==> src/rca_map.vh <==
// Behaviour
// One remote owner: analog or one digital
// Digital request refused while analog input low
// Digital owner ignores external control request input
// Status and value reads always answered
// Neither remote nor lock: manual, accept requests
// Local lock refuses all remote control
// Lock ends digital session; re-request needed
// Lock suspends analog; resumes if still requested
// Analog takes voltage, current, power together
// Analog uses common sink/source current, power
// Analog active shows analog set values
// Range bit selects 5 V or 10 V
// Over-range setpoint clips to full scale
// 26214 steps at 10 V, half at 5 V
// Protection thresholds never set from analog port
// Analog via request input; standby acts always
// Controller ignores alarm outputs until ready
// Any alarm under analog switches output off
// Configuration selects alarms driving alarm outputs
// Protection alarms latched until standby acknowledgement
// Safety overvoltage never acknowledged; shows PF+OVERVOLTAGE_PROTECTION_ALARM
// Linked logging stops on alarm; manual continues
// Standby low timed; short low rejected
`ifndef RCA_MAP_VH
`define RCA_MAP_VH
`define RCA_CTRL_OFS      32'h0000_0000
`define RCA_STATUS_OFS    32'h0000_0004
`define RCA_VSET_OFS      32'h0000_0008
`define RCA_ISET_OFS      32'h0000_000c
`define RCA_PSET_OFS      32'h0000_0010
`define RCA_OVP_THR_OFS   32'h0000_0014
`define RCA_ALMSEL_OFS    32'h0000_0018
`define RCA_ALARM_OFS     32'h0000_001c
`define RCA_CTRL_RST      32'h0000_0000
`define RCA_ALMSEL_RST    6'h1f
`define RCA_OVP_THR_RST   16'hffff
`define RCA_CTRL_REQ_REM  0
`define RCA_CTRL_REL_REM  1
`define RCA_CTRL_LOCK     2
`define RCA_CTRL_RANGE10  3
`define RCA_CTRL_LOG_LINK 4
`define RCA_CTRL_OUT_ON   5
`define RCA_CTRL_LOG_RUN  6
`define RCA_ALM_OVP       0
`define RCA_ALM_OCP       1
`define RCA_ALM_OPP       2
`define RCA_ALM_OT        3
`define RCA_ALM_PF        4
`define RCA_ALM_SAFETY_OVERVOLTAGE_LATCH      5
`define RCA_FULL10        16'd26214
`define RCA_FULL5         16'd13107
`define RCA_ACK_LOW_MS    50
`define RCA_CLK_KHZ       125000
`define RCA_ACK_CYCLES    (`RCA_ACK_LOW_MS * `RCA_CLK_KHZ)
`define RCA_RESP_OKAY     2'b00
`define RCA_RESP_SLVERR   2'b10
`endif

==> src/rca_arbiter.v <==
`timescale 1ns/10ps
`default_nettype none
`include "rca_map.vh"
module rca_arbiter #(
    parameter ACK_CYCLES = `RCA_ACK_CYCLES
) (
    input  wire        aclk,
    input  wire        aresetn,
    input  wire [7:0]  s_axi_awaddr,
    input  wire        s_axi_awvalid,
    output wire        s_axi_awready,
    input  wire [31:0] s_axi_wdata,
    input  wire [3:0]  s_axi_wstrb,
    input  wire        s_axi_wvalid,
    output wire        s_axi_wready,
    output wire [1:0]  s_axi_bresp,
    output wire        s_axi_bvalid,
    input  wire        s_axi_bready,
    input  wire [7:0]  s_axi_araddr,
    input  wire        s_axi_arvalid,
    output wire        s_axi_arready,
    output wire [31:0] s_axi_rdata,
    output wire [1:0]  s_axi_rresp,
    output wire        s_axi_rvalid,
    input  wire        s_axi_rready,
    input  wire        remote_request_n,
    input  wire        terminal_standby_input,
    input  wire [15:0] voltage_setpoint_input,
    input  wire [15:0] current_setpoint_input,
    input  wire [15:0] power_setpoint_input,
    input  wire [15:0] resistance_setpoint_input,
    input  wire [15:0] voltage_actual,
    input  wire [15:0] current_actual,
    input  wire [5:0]  alarm_event,
    output reg  [15:0] voltage_set,
    output reg  [15:0] current_set,
    output reg  [15:0] power_set,
    output reg  [15:0] resistance_set,
    output reg  [15:0] voltage_monitor_output,
    output reg  [15:0] current_monitor_output,
    output reg         range_10v,
    output reg         terminal_on,
    output reg         alarm_port_1,
    output reg         alarm_port_2,
    output reg         logging_active,
    output reg         analog_active,
    output reg         digital_active
);
    localparam [2:0] ST_MANUAL  = 3'b001;
    localparam [2:0] ST_ANALOG  = 3'b010;
    localparam [2:0] ST_DIGITAL = 3'b100;
    localparam CW = 24;
    // Port 1 carries temperature and supply faults, port 2 the protection trips;
    // safety overvoltage shows on both, so it reads as supply fail plus overvoltage
    localparam [5:0] PORT1_MASK = (6'h01 << `RCA_ALM_OT) | (6'h01 << `RCA_ALM_PF) |
                                  (6'h01 << `RCA_ALM_SAFETY_OVERVOLTAGE_LATCH);
    localparam [5:0] PORT2_MASK = (6'h01 << `RCA_ALM_OVP) | (6'h01 << `RCA_ALM_OCP) |
                                  (6'h01 << `RCA_ALM_OPP) | (6'h01 << `RCA_ALM_SAFETY_OVERVOLTAGE_LATCH);
    // Only the protection trips can be acknowledged from the standby pin
    localparam [5:0] ACK_MASK   = (6'h01 << `RCA_ALM_OVP) | (6'h01 << `RCA_ALM_OCP) |
                                  (6'h01 << `RCA_ALM_OPP);

    // Pins come from another domain
    reg [1:0] rem_sync_reg;
    reg [1:0] sb_sync_reg;
    reg [2:0] state_reg;
    reg [31:0] ctrl_reg;
    reg [15:0] vset_reg;
    reg [15:0] iset_reg;
    reg [15:0] pset_reg;
    reg [15:0] ovp_thr_reg;
    reg [5:0]  almsel_reg;
    reg [5:0]  alarm_reg;
    reg        sb_prev_reg;
    reg [CW-1:0] low_cnt_reg;
    reg        low_long_reg;
    reg        aw_reg;
    reg        w_reg;
    reg [7:0]  awaddr_reg;
    reg [31:0] wdata_reg;
    reg [3:0]  wstrb_reg;
    reg        bvalid_reg;
    reg [1:0]  bresp_reg;
    reg        rvalid_reg;
    reg [1:0]  rresp_reg;
    reg [31:0] rdata_reg;

    wire remote_req = ~rem_sync_reg[1];
    wire standby_hi = sb_sync_reg[1];
    wire locked = ctrl_reg[`RCA_CTRL_LOCK];
    wire [15:0] full = ctrl_reg[`RCA_CTRL_RANGE10] ? `RCA_FULL10 : `RCA_FULL5;

    // Over-range input clamps to full scale
    function [15:0] clip;
        input [15:0] v;
        input [15:0] f;
        begin
            clip = (v > f) ? f : v;
        end
    endfunction

    // Registers are whole aligned words; the low address bits are dropped
    function [7:0] word_addr;
        input [7:0] a;
        begin
            word_addr = {a[7:2], 2'b00};
        end
    endfunction

    // An alarm reaches a port only when configured for it
    function port_alarm;
        input [5:0] latched;
        input [5:0] sel;
        input [5:0] mask;
        begin
            port_alarm = |(latched & sel & mask);
        end
    endfunction

    // Writes land once both address and data are held
    wire do_write = aw_reg & w_reg & ~bvalid_reg;
    wire wr_ctrl = do_write & (awaddr_reg == `RCA_CTRL_OFS);
    wire req_rem = wr_ctrl & wdata_reg[`RCA_CTRL_REQ_REM];
    wire rel_rem = wr_ctrl & wdata_reg[`RCA_CTRL_REL_REM];
    wire refused = req_rem & (locked | state_reg == ST_ANALOG | remote_req);
    // Error answer: refused request, alarm word or unmapped word, partial strobe
    wire wr_error = refused | (awaddr_reg > `RCA_ALMSEL_OFS) | (wstrb_reg != 4'hf);

    // Acknowledge: high, low held long enough, high again
    wire ack = standby_hi & ~sb_prev_reg & low_long_reg;
    wire [5:0] alarm_next = (alarm_reg & ~({6{ack}} & ACK_MASK)) | alarm_event;
    wire any_alarm = |alarm_event;

    assign s_axi_awready = ~aw_reg;
    assign s_axi_wready  = ~w_reg;
    assign s_axi_bvalid  = bvalid_reg;
    assign s_axi_bresp   = bresp_reg;
    assign s_axi_arready = ~rvalid_reg;
    assign s_axi_rvalid  = rvalid_reg;
    assign s_axi_rresp   = rresp_reg;
    assign s_axi_rdata   = rdata_reg;

    always @(posedge aclk) begin
        if (!aresetn) begin
            rem_sync_reg <= 2'b11;
            sb_sync_reg  <= 2'b11;
        end else begin
            // A pin change reaches the state machine two edges late
            rem_sync_reg <= {rem_sync_reg[0], remote_request_n};
            sb_sync_reg  <= {sb_sync_reg[0], terminal_standby_input};
        end
    end

    always @(posedge aclk) begin
        if (!aresetn) begin
            sb_prev_reg  <= 1'b1;
            low_cnt_reg  <= {CW{1'b0}};
            low_long_reg <= 1'b0;
        end else begin
            sb_prev_reg <= standby_hi;
            if (standby_hi) begin
                low_cnt_reg <= {CW{1'b0}};
                if (sb_prev_reg)
                    low_long_reg <= 1'b0;
            // Counter stops at the limit, so a very long low never wraps into a short one
            end else if (low_cnt_reg < ACK_CYCLES[CW-1:0]) begin
                low_cnt_reg <= low_cnt_reg + 1'b1;
            end else begin
                low_long_reg <= 1'b1;
            end
        end
    end

    // Control location
    always @(posedge aclk) begin
        if (!aresetn) begin
            state_reg <= ST_MANUAL;
        end else begin
            case (state_reg)
                ST_MANUAL: begin
                    // Analog resumes after lock if pin still asks
                    if (!locked && remote_req)
                        state_reg <= ST_ANALOG;
                    else if (req_rem && !refused)
                        state_reg <= ST_DIGITAL;
                end
                ST_ANALOG: begin
                    // Lock suspends analog; the pin decides again once it clears
                    if (locked || !remote_req)
                        state_reg <= ST_MANUAL;
                end
                ST_DIGITAL: begin
                    // Pin changes ignored here
                    if (locked || rel_rem)
                        state_reg <= ST_MANUAL;
                end
                default: state_reg <= ST_MANUAL;
            endcase
        end
    end

    always @(posedge aclk) begin
        if (!aresetn) begin
            ctrl_reg    <= `RCA_CTRL_RST;
            vset_reg    <= 16'h0000;
            iset_reg    <= 16'h0000;
            pset_reg    <= 16'h0000;
            ovp_thr_reg <= `RCA_OVP_THR_RST;
            almsel_reg  <= `RCA_ALMSEL_RST;
        end else begin
            if (do_write) begin
                case (awaddr_reg)
                    `RCA_CTRL_OFS: begin
                        // A refused request leaves the whole word untouched
                        if (!refused)
                            ctrl_reg <= {wdata_reg[31:2], 2'b00};
                    end
                    `RCA_VSET_OFS: vset_reg <= wdata_reg[15:0];
                    `RCA_ISET_OFS: iset_reg <= wdata_reg[15:0];
                    `RCA_PSET_OFS: pset_reg <= wdata_reg[15:0];
                    // Thresholds reach the bus only, never the analog pins
                    `RCA_OVP_THR_OFS: ovp_thr_reg <= wdata_reg[15:0];
                    `RCA_ALMSEL_OFS: almsel_reg <= wdata_reg[5:0];
                    default: ;
                endcase
            end
            // Alarm switch-off clears the on request too
            if (any_alarm)
                ctrl_reg[`RCA_CTRL_OUT_ON] <= 1'b0;
        end
    end

    // Latched alarms; a new event wins over an acknowledgement
    always @(posedge aclk) begin
        if (!aresetn)
            alarm_reg <= 6'h00;
        else
            alarm_reg <= alarm_next;
    end

    // Ownership flags and range seen by the outside
    always @(posedge aclk) begin
        if (!aresetn) begin
            range_10v      <= 1'b0;
            analog_active  <= 1'b0;
            digital_active <= 1'b0;
        end else begin
            range_10v      <= ctrl_reg[`RCA_CTRL_RANGE10];
            analog_active  <= state_reg == ST_ANALOG;
            digital_active <= state_reg == ST_DIGITAL;
        end
    end

    // Analog values all together, else panel/host; never a mix
    always @(posedge aclk) begin
        if (!aresetn) begin
            voltage_set    <= 16'h0000;
            current_set    <= 16'h0000;
            power_set      <= 16'h0000;
            resistance_set <= 16'h0000;
        end else if (state_reg == ST_ANALOG) begin
            voltage_set    <= clip(voltage_setpoint_input, full);
            current_set    <= clip(current_setpoint_input, full);
            power_set      <= clip(power_setpoint_input, full);
            resistance_set <= clip(resistance_setpoint_input, full);
        end else begin
            voltage_set    <= vset_reg;
            current_set    <= iset_reg;
            power_set      <= pset_reg;
            resistance_set <= 16'h0000;
        end
    end

    // Monitors share the setpoint scale, so both saturate at the same code
    always @(posedge aclk) begin
        if (!aresetn) begin
            voltage_monitor_output <= 16'h0000;
            current_monitor_output <= 16'h0000;
        end else begin
            voltage_monitor_output <= clip(voltage_actual, full);
            current_monitor_output <= clip(current_actual, full);
        end
    end

    // Output switch, alarm pins and logging
    always @(posedge aclk) begin
        if (!aresetn) begin
            terminal_on    <= 1'b0;
            alarm_port_1   <= 1'b0;
            alarm_port_2   <= 1'b0;
            logging_active <= 1'b0;
        end else begin
            // Standby low forces off in every location
            terminal_on <= standby_hi & ~any_alarm & ~(|alarm_reg) &
                           (state_reg == ST_ANALOG | ctrl_reg[`RCA_CTRL_OUT_ON]);
            // Safety overvoltage raises both ports
            alarm_port_1 <= port_alarm(alarm_reg, almsel_reg, PORT1_MASK);
            alarm_port_2 <= port_alarm(alarm_reg, almsel_reg, PORT2_MASK);
            // Linked logging follows the switch; manual run ignores alarms
            if (ctrl_reg[`RCA_CTRL_LOG_LINK])
                logging_active <= terminal_on & ~any_alarm;
            else
                logging_active <= ctrl_reg[`RCA_CTRL_LOG_RUN];
        end
    end

    // AXI4-Lite write path
    always @(posedge aclk) begin
        if (!aresetn) begin
            aw_reg     <= 1'b0;
            w_reg      <= 1'b0;
            awaddr_reg <= 8'h00;
            wdata_reg  <= 32'h0000_0000;
            bvalid_reg <= 1'b0;
            bresp_reg  <= `RCA_RESP_OKAY;
            wstrb_reg  <= 4'h0;
        end else begin
            // Each half is taken once, then parked until the write lands
            if (s_axi_awvalid && !aw_reg) begin
                aw_reg     <= 1'b1;
                awaddr_reg <= word_addr(s_axi_awaddr);
            end
            // Strobes travel with the data; the bus may change them once taken
            if (s_axi_wvalid && !w_reg) begin
                w_reg     <= 1'b1;
                wdata_reg <= s_axi_wdata;
                wstrb_reg <= s_axi_wstrb;
            end
            if (do_write) begin
                bvalid_reg <= 1'b1;
                aw_reg     <= 1'b0;
                w_reg      <= 1'b0;
                if (wr_error)
                    bresp_reg <= `RCA_RESP_SLVERR;
                else
                    bresp_reg <= `RCA_RESP_OKAY;
            end else if (bvalid_reg && s_axi_bready) begin
                bvalid_reg <= 1'b0;
            end
        end
    end

    // Reads always answered whoever owns control
    always @(posedge aclk) begin
        if (!aresetn) begin
            rvalid_reg <= 1'b0;
            rresp_reg  <= `RCA_RESP_OKAY;
            rdata_reg  <= 32'h0000_0000;
        end else if (s_axi_arvalid && !rvalid_reg) begin
            rvalid_reg <= 1'b1;
            rresp_reg  <= `RCA_RESP_OKAY;
            case (word_addr(s_axi_araddr))
                `RCA_CTRL_OFS:    rdata_reg <= ctrl_reg;
                // State field is one-hot: 1 manual, 2 analog, 4 digital
                `RCA_STATUS_OFS:  rdata_reg <= {24'h0, 1'b0, logging_active, terminal_on,
                                                remote_req, locked, state_reg};
                `RCA_VSET_OFS:    rdata_reg <= {16'h0, voltage_set};
                `RCA_ISET_OFS:    rdata_reg <= {16'h0, current_set};
                `RCA_PSET_OFS:    rdata_reg <= {16'h0, power_set};
                `RCA_OVP_THR_OFS: rdata_reg <= {16'h0, ovp_thr_reg};
                `RCA_ALMSEL_OFS:  rdata_reg <= {26'h0, almsel_reg};
                `RCA_ALARM_OFS:   rdata_reg <= {26'h0, alarm_reg};
                default: begin
                    rdata_reg <= 32'h0000_0000;
                    rresp_reg <= `RCA_RESP_SLVERR;
                end
            endcase
        end else if (rvalid_reg && s_axi_rready) begin
            rvalid_reg <= 1'b0;
        end
    end
endmodule // rca_arbiter
`default_nettype wire

==> config.mk <==
export PLATFORM = sky130hd
export DESIGN_NAME = rca_arbiter
export DESIGN_NICKNAME = d
export VERILOG_FILES = /design/src/rca_arbiter.v
export VERILOG_INCLUDE_DIRS = /design/src
export SDC_FILE = /design/constraint.sdc
export NUM_CORES = 1
export LEC_CHECK = 0
export ABC_AREA = 1
export BUFFER_PORTS_ARGS = -buffer_cell sky130_fd_sc_hd__clkbuf_2
export CAP_MARGIN = 20
export CORE_MARGIN = 4
export CORE_UTILIZATION = 40
export CTS_BUF_LIST = sky130_fd_sc_hd__clkbuf_4 sky130_fd_sc_hd__clkbuf_8
export DETAILED_ROUTE_END_ITERATION = 7
export GPL_ROUTABILITY_DRIVEN = 0
export PLACE_DENSITY = 0.65
export SETUP_SLACK_MARGIN = 0.5
export SLEW_MARGIN = 10
export SYNTH_ARGS = -nofsm -noshare
export SYNTH_HDL_FRONTEND = slang
export SYNTH_SLANG_ARGS = --single-unit
==> constraint.sdc <==
create_clock -name aclk -period 3.6 [get_ports aclk]
set_input_delay 0.72 -clock aclk [delete_from_list [all_inputs] [get_ports aclk]]
set_output_delay 0.72 -clock aclk [all_outputs]
set_load 0.03 [all_outputs]
; ---- Yosys cells after proc, flatten, opt, wreduce, memory -nomap -nowiden
; Index checks and enable logic that the tools add are counted.
[op_classes]
reduce_logical = 35
muxes = 26
order_cmp = 8
n_eq_ne = 21
bitwise = 31
n_addsub = 1
[ops]
columns = op, count
row1 = case mux 32 bit (8 select lines), 1
row2 = 2-to-1 mux 16 bit, 9
row3 = greater-than comparator 16 x 15 -> 1 bit, 6
row4 = == test 6 x 3 -> 1 bit (second input constant), 7
row5 = adder 24 x 1 -> 24 bit (second input constant), 1
row6 = == test 6 x 2 -> 1 bit (second input constant), 4
row7 = < comparator 24 x 23 -> 1 bit (second input constant), 1
row8 = 2-to-1 mux 15 bit, 1
row9 = AND reduction 2 bit, 7
row10 = bitwise AND 1 bit, 12
row11 = bitwise AND 6 bit, 2
row12 = 2-to-1 mux 3 bit, 4
row13 = OR reduction 6 bit, 2
row14 = NOT 1 bit, 10
row15 = case mux 3 bit (3 select lines), 1
row16 = greater-than comparator 8 x 5 -> 1 bit (second input constant), 1
row17 = zero test 8 bit, 1
row18 = 2-to-1 mux 1 bit, 8
row19 = OR reduction 8 bit, 1
row20 = logical AND 1 bit, 7
row21 = OR reduction 7 bit, 1
row22 = == test 6 x 1 -> 1 bit (second input constant), 1
row23 = zero test 6 bit, 1
row24 = inequality test 2 bit (second input constant), 3
row25 = other kinds (17), 30
[totals]
in_bits = 163
reg_bits = 324

; ---- Depth between registers and ports, before layout
[depth]
word_depth = 10
mapped_depth = 15

; ---- Least setup slack after synthesis
; No wires, ideal clock.
[synth_path]
path_kind = register to register
startpoint = register ctrl_reg[3]
endpoint = register power_set[10]
setup_ns = 0.132
period_less_slack_ns = 3.129
setup_slack_ns = 0.471
t_arrival_ns = 2.997
path_stages_with_launch = 14
n_path_buf = 2
cell_sequence = dfxtp_1 > buf_2 > clkinv_1 > ha_1 > nand2_1 > nor2_1 > inv_1 > nor2_1 > nand3b_1 > nand2_2 > buf_4 > nand2_1 > nand3_1 > a21oi_1
[synth_via]
elab_chain_cells = 4
[synth_lines]
columns = element, line
row1 = "start, declared", rca_arbiter.v:67  ; reg [31:0] ctrl_reg;
row2 = "start signal, assigned", rca_arbiter.v:204  ; ctrl_reg <= `RCA_CTRL_RST;
row3 = "start signal, assigned", rca_arbiter.v:216  ; ctrl_reg <= {wdata_reg[31:2], 2'b00};
row4 = 2-to-1 mux 15 bit (no line) *, --
row5 = greater-than comparator 16 x 15 -> 1 bit, rca_arbiter.v:98  ; clip = (v > f) ? f : v;
row6 = 2-to-1 mux 16 bit *, rca_arbiter.v:98
row7 = 2-to-1 mux 16 bit *, rca_arbiter.v:261  ; end else if (state_reg == ST_ANALOG) begin
row8 = "end signal, assigned", rca_arbiter.v:264  ; power_set <= clip(power_setpoint_input, full);
row9 = "end signal, assigned", rca_arbiter.v:269  ; power_set <= pset_reg;
row10 = "end, declared", rca_arbiter.v:37  ; output reg [15:0] power_set,
; Every way passes the cells marked *; elsewhere a longest branch is shown, timed or not.
; A chain may end at the register's enable or synchronous reset.

; ---- Final worst setup path
[layout_path]
startpoint = register ctrl_reg[3]
endpoint = register voltage_set[2]
[layout_via]
elab_chain_cells = 4
[layout_lines]
columns = element, line
row1 = 2-to-1 mux 15 bit (no line) *, --
row2 = greater-than comparator 16 x 15 -> 1 bit, rca_arbiter.v:98
row3 = 2-to-1 mux 16 bit *, rca_arbiter.v:98
row4 = 2-to-1 mux 16 bit *, rca_arbiter.v:261
row5 = "end signal, assigned", rca_arbiter.v:262  ; voltage_set <= clip(voltage_setpoint_input, full);
row6 = "end signal, assigned", rca_arbiter.v:267  ; voltage_set <= vset_reg;
row7 = "end, declared", rca_arbiter.v:35  ; output reg [15:0] voltage_set,
; Marked as above.

==> results_dict.tcl <==
set metrics [dict create \
    cts_buffer_depth 3 \
    critPathMaxFanout 38 \
    synthToLayoutAreaGrowth_pct 20.7 \
    drtIter0Drc 1225 \
    layout_setup_ws_ps 1210 \
    seq_area_frac_synth_pct 45.8 \
    wl_per_cell_um 17.0 \
    critPathTopFamily "simple AND/OR/NAND/NOR gates" \
    drtPass1Iterations 5 \
    p_per_area_mw_per_mm2 465 \
    tightest_slew_ps 1070 \
    crit_start "ctrl_reg[3]" \
    synthMuxAreaShare_pct 0 \
    cts_hold_buffers 0 \
    drc_errors 0 \
    ioPinCount 307 \
    grt_max_degree 199 \
    final.setup.tns_ps 0 \
    core_mm2 0.0346 \
    fin_util_pct 49.1 \
    die_w_um 196 \
    endpoint "voltage_set[2]" \
    layoutNonFillerInstCount 2679 \
    synth_top_family_by_area "simple AND/OR/NAND/NOR gates" \
    syn_area_per_cell_um2 7.40 \
    synth_seq_cells 322 \
    cp_num_buf_inv 2 \
    final_area_mm2 0.0170 \
    path_class "flip-flop to flip-flop" \
    synth_area_mm2 0.0141 \
    cpMostUsedCell "nand2_1" \
    worstPathRequired_ps 4060 \
    design.die.area_mm2 0.0383 \
    cts_tree "done" \
    io_buffers 300 \
    critPathArrivalTime_ps 2840 \
    max_stage_delay_ps 420 \
    place_area_mm2 0.0158 \
    startpoint_type "flip-flop" \
    htree_levels 2 \
    whs_ps 321 \
    synth-xor-area-share_pct 0.560 \
    overflow 0 \
    antenna_found_initial 2 \
    maxCapViolCount 0 \
    status "finished, final reports clean" \
    cts-root-buf "clkbuf_8" \
    clk_pin_slew_ps 70 \
    ant_nets 0 \
    crit_cells 12 \
    setup_viol 0 \
    p_leak_nw 7.66 \
    clk_latency_ps 590 \
    synth_compound_area_share_pct 17.5 \
    hold_path.class "input pin to flip-flop" \
    cts.sink_count 322 \
    hold_viol_final 0 \
    maxSlewViolCount 0 \
    multi_input_area_mm2 0.00643 \
    drive_gt1_share_pct 20.1 \
    drt-total-wl_um 45700 \
    yosys.area_share.simple_pct 23.1 \
    fmax_ghz 0.419 \
    yosysWarningCount 0 \
    cp_cell_sequence "inv_4 > ha_1 > inv_1 > nor2_1 > nand2_1 > nand2_1 > a21oi_1 > nand2_1 > nand2_1 > nand2_1 > nand3_1 > a21oi_1" \
    r2r-start "ctrl_reg[3]" \
    cts_buffers 52 \
    r2r_setup_slack_ps 1210 \
    vias 13700 \
    grt_pass1_vias 12900 \
    rsz0062_at_grt "no" \
    min_period_over_period_pct 66.3 \
    seqCellArea_mm2 0.00645 \
    synthCells 1904 \
    period_needed_ps 2390 \
    slew_headroom_pct 27.8 \
    synth_fa_ha_area_share_pct 4.35 \
    p_total_mw 7.90 \
    die_h_um 196 \
    fin_skew_ps 15.5 \
    viasPerCell 5.13 \
    ys_types 45 \
    dp_hpwl_um 33800 \
    final_net_count 2395 \
    grt_pass1_wl_um 70300 \
    row_count 68 \
    end_kind "flip-flop" \
    pre_cts_slack_ps 731 \
    num-fill-cells 3480 \
    rr_worst_depth 12 \
    timing.rr.end "voltage_set[2]" \
    grt.total_usage_pct 22.7 \
    cp_slowest_cell "inv_4" \
    peakVddDrop_mv 0.257 \
    dp_cells 2584 \
    initial_core_util_pct 40.7 \
]
[worst min path at each step]
stage	startpoint	end	slack, ps	cells after the start
2_1_floorplan	rem_sync_reg[0]	rem_sync_reg[1]	390	1
3_3_place_gp	rem_sync_reg[0]	rem_sync_reg[1]	400	1
3_5_place_dp	rem_sync_reg[0]	rem_sync_reg[1]	400	1
4_1_cts	remote_request_n	rem_sync_reg[0]	270	2
5_1_grt	remote_request_n	rem_sync_reg[0]	280	2
6_report	remote_request_n	rem_sync_reg[0]	320	2
[power breakdown]
part	switching [mW]	internal, mW
sequential	0.0568	3.67
combinational	0.520	0.228
clock	1.44	1.99
total	2.01	5.89
[placed cells by master (no fill, tap or decap), drive strengths merged, types with 4 or more instances in the layout]
master	n
and3	4
clkbuf	383
nand3	98
a21oi	238
nand2	387
xor2	6
ha	49
clkinv	10
o211ai	21
or2	5
nor3	16
inv	204
buf	13
conb	5
dfxtp	322
o21ai	193
a22oi	8
nand4	41
nor2	194
[synth_stat cells]
library cell | n | area (µm²)
or2_0 | 1 | 6.26
inv_2 | 9 | 33.8
buf_2 | 18 | 90.1
a31oi_1 | 3 | 18.8
inv_4 | 1 | 6.26
nor3_1 | 15 | 75.1
a2111oi_0 | 1 | 8.76
clkinv_1 | 5 | 18.8
o21ai_1 | 16 | 80.1
and3_1 | 4 | 25.0
nor2_4 | 9 | 101
nand2_1 | 382 | 1430
a41oi_1 | 1 | 8.76
nor2_1 | 181 | 679
buf_6 | 3 | 33.8
clkbuf_1 | 52 | 195
nor4_4 | 1 | 21.3
nand2_2 | 5 | 31.3
inv_1 | 192 | 721
a21oi_1 | 238 | 1190
nand3_2 | 3 | 30.0
nand3_4 | 1 | 17.5
nand3b_1 | 3 | 22.5
nor4_1 | 1 | 6.26
a22oi_1 | 8 | 60.1
nand3_1 | 94 | 470
or2_2 | 4 | 25.0
conb_1 | 1 | 3.75
nor2_2 | 4 | 25.0
o31ai_1 | 2 | 15.0
nor3_2 | 1 | 10.0
a21boi_0 | 2 | 15.0
buf_1 | 3 | 11.3
o21a_1 | 2 | 15.0
nand4_1 | 41 | 257
o211ai_1 | 21 | 158
clkbuf_2 | 1 | 5.00
dfxtp_1 | 322 | 6450
o22ai_1 | 2 | 12.5
nor3b_1 | 2 | 15.0
buf_4 | 14 | 105
ha_1 | 49 | 613
o21ai_0 | 177 | 886
xnor2_1 | 3 | 26.3
xor2_1 | 6 | 52.6
[area by class of cell]
cell class	instances	area share (%)
Timing Repair Buffer	312	9.45
Multi-Input combinational cell	1288	37.8
Clock buffer	84	6.18
Sequential cell	322	37.9
Antenna cell	1	0.0147
Tap cell	455	3.35
Inverter	207	4.60
Clock inverter	10	0.640
[kinds of logic after synthesis]
| logic type | after synthesis |
|---|---|
| AO/OA/AOI/OAI | 473 |
| XOR/XNOR | 9 |
| adder cells (fa/ha/maj) | 49 |
| buffers and inverters | 298 |
| flip-flops | 322 |
| other | 1 |
| AND/OR/NAND/NOR | 752 |
[routing by layer]
layer	global-route usage, %	wire (µm)	vias up
met2	36.6	20500	559
met3	5.06	4070	79
met5	0	0	-
met4	7.53	1320	0
li1	-	-	6826
met1	30.3	19700	6283
[timing repair]
action                                  4_1_cts  5_1_grt
buffers inserted                              0        0
endpoints found under the setup margin        0        8
resized for setup                             0        1
No activity file was read; power rests on OpenSTA's default activity.
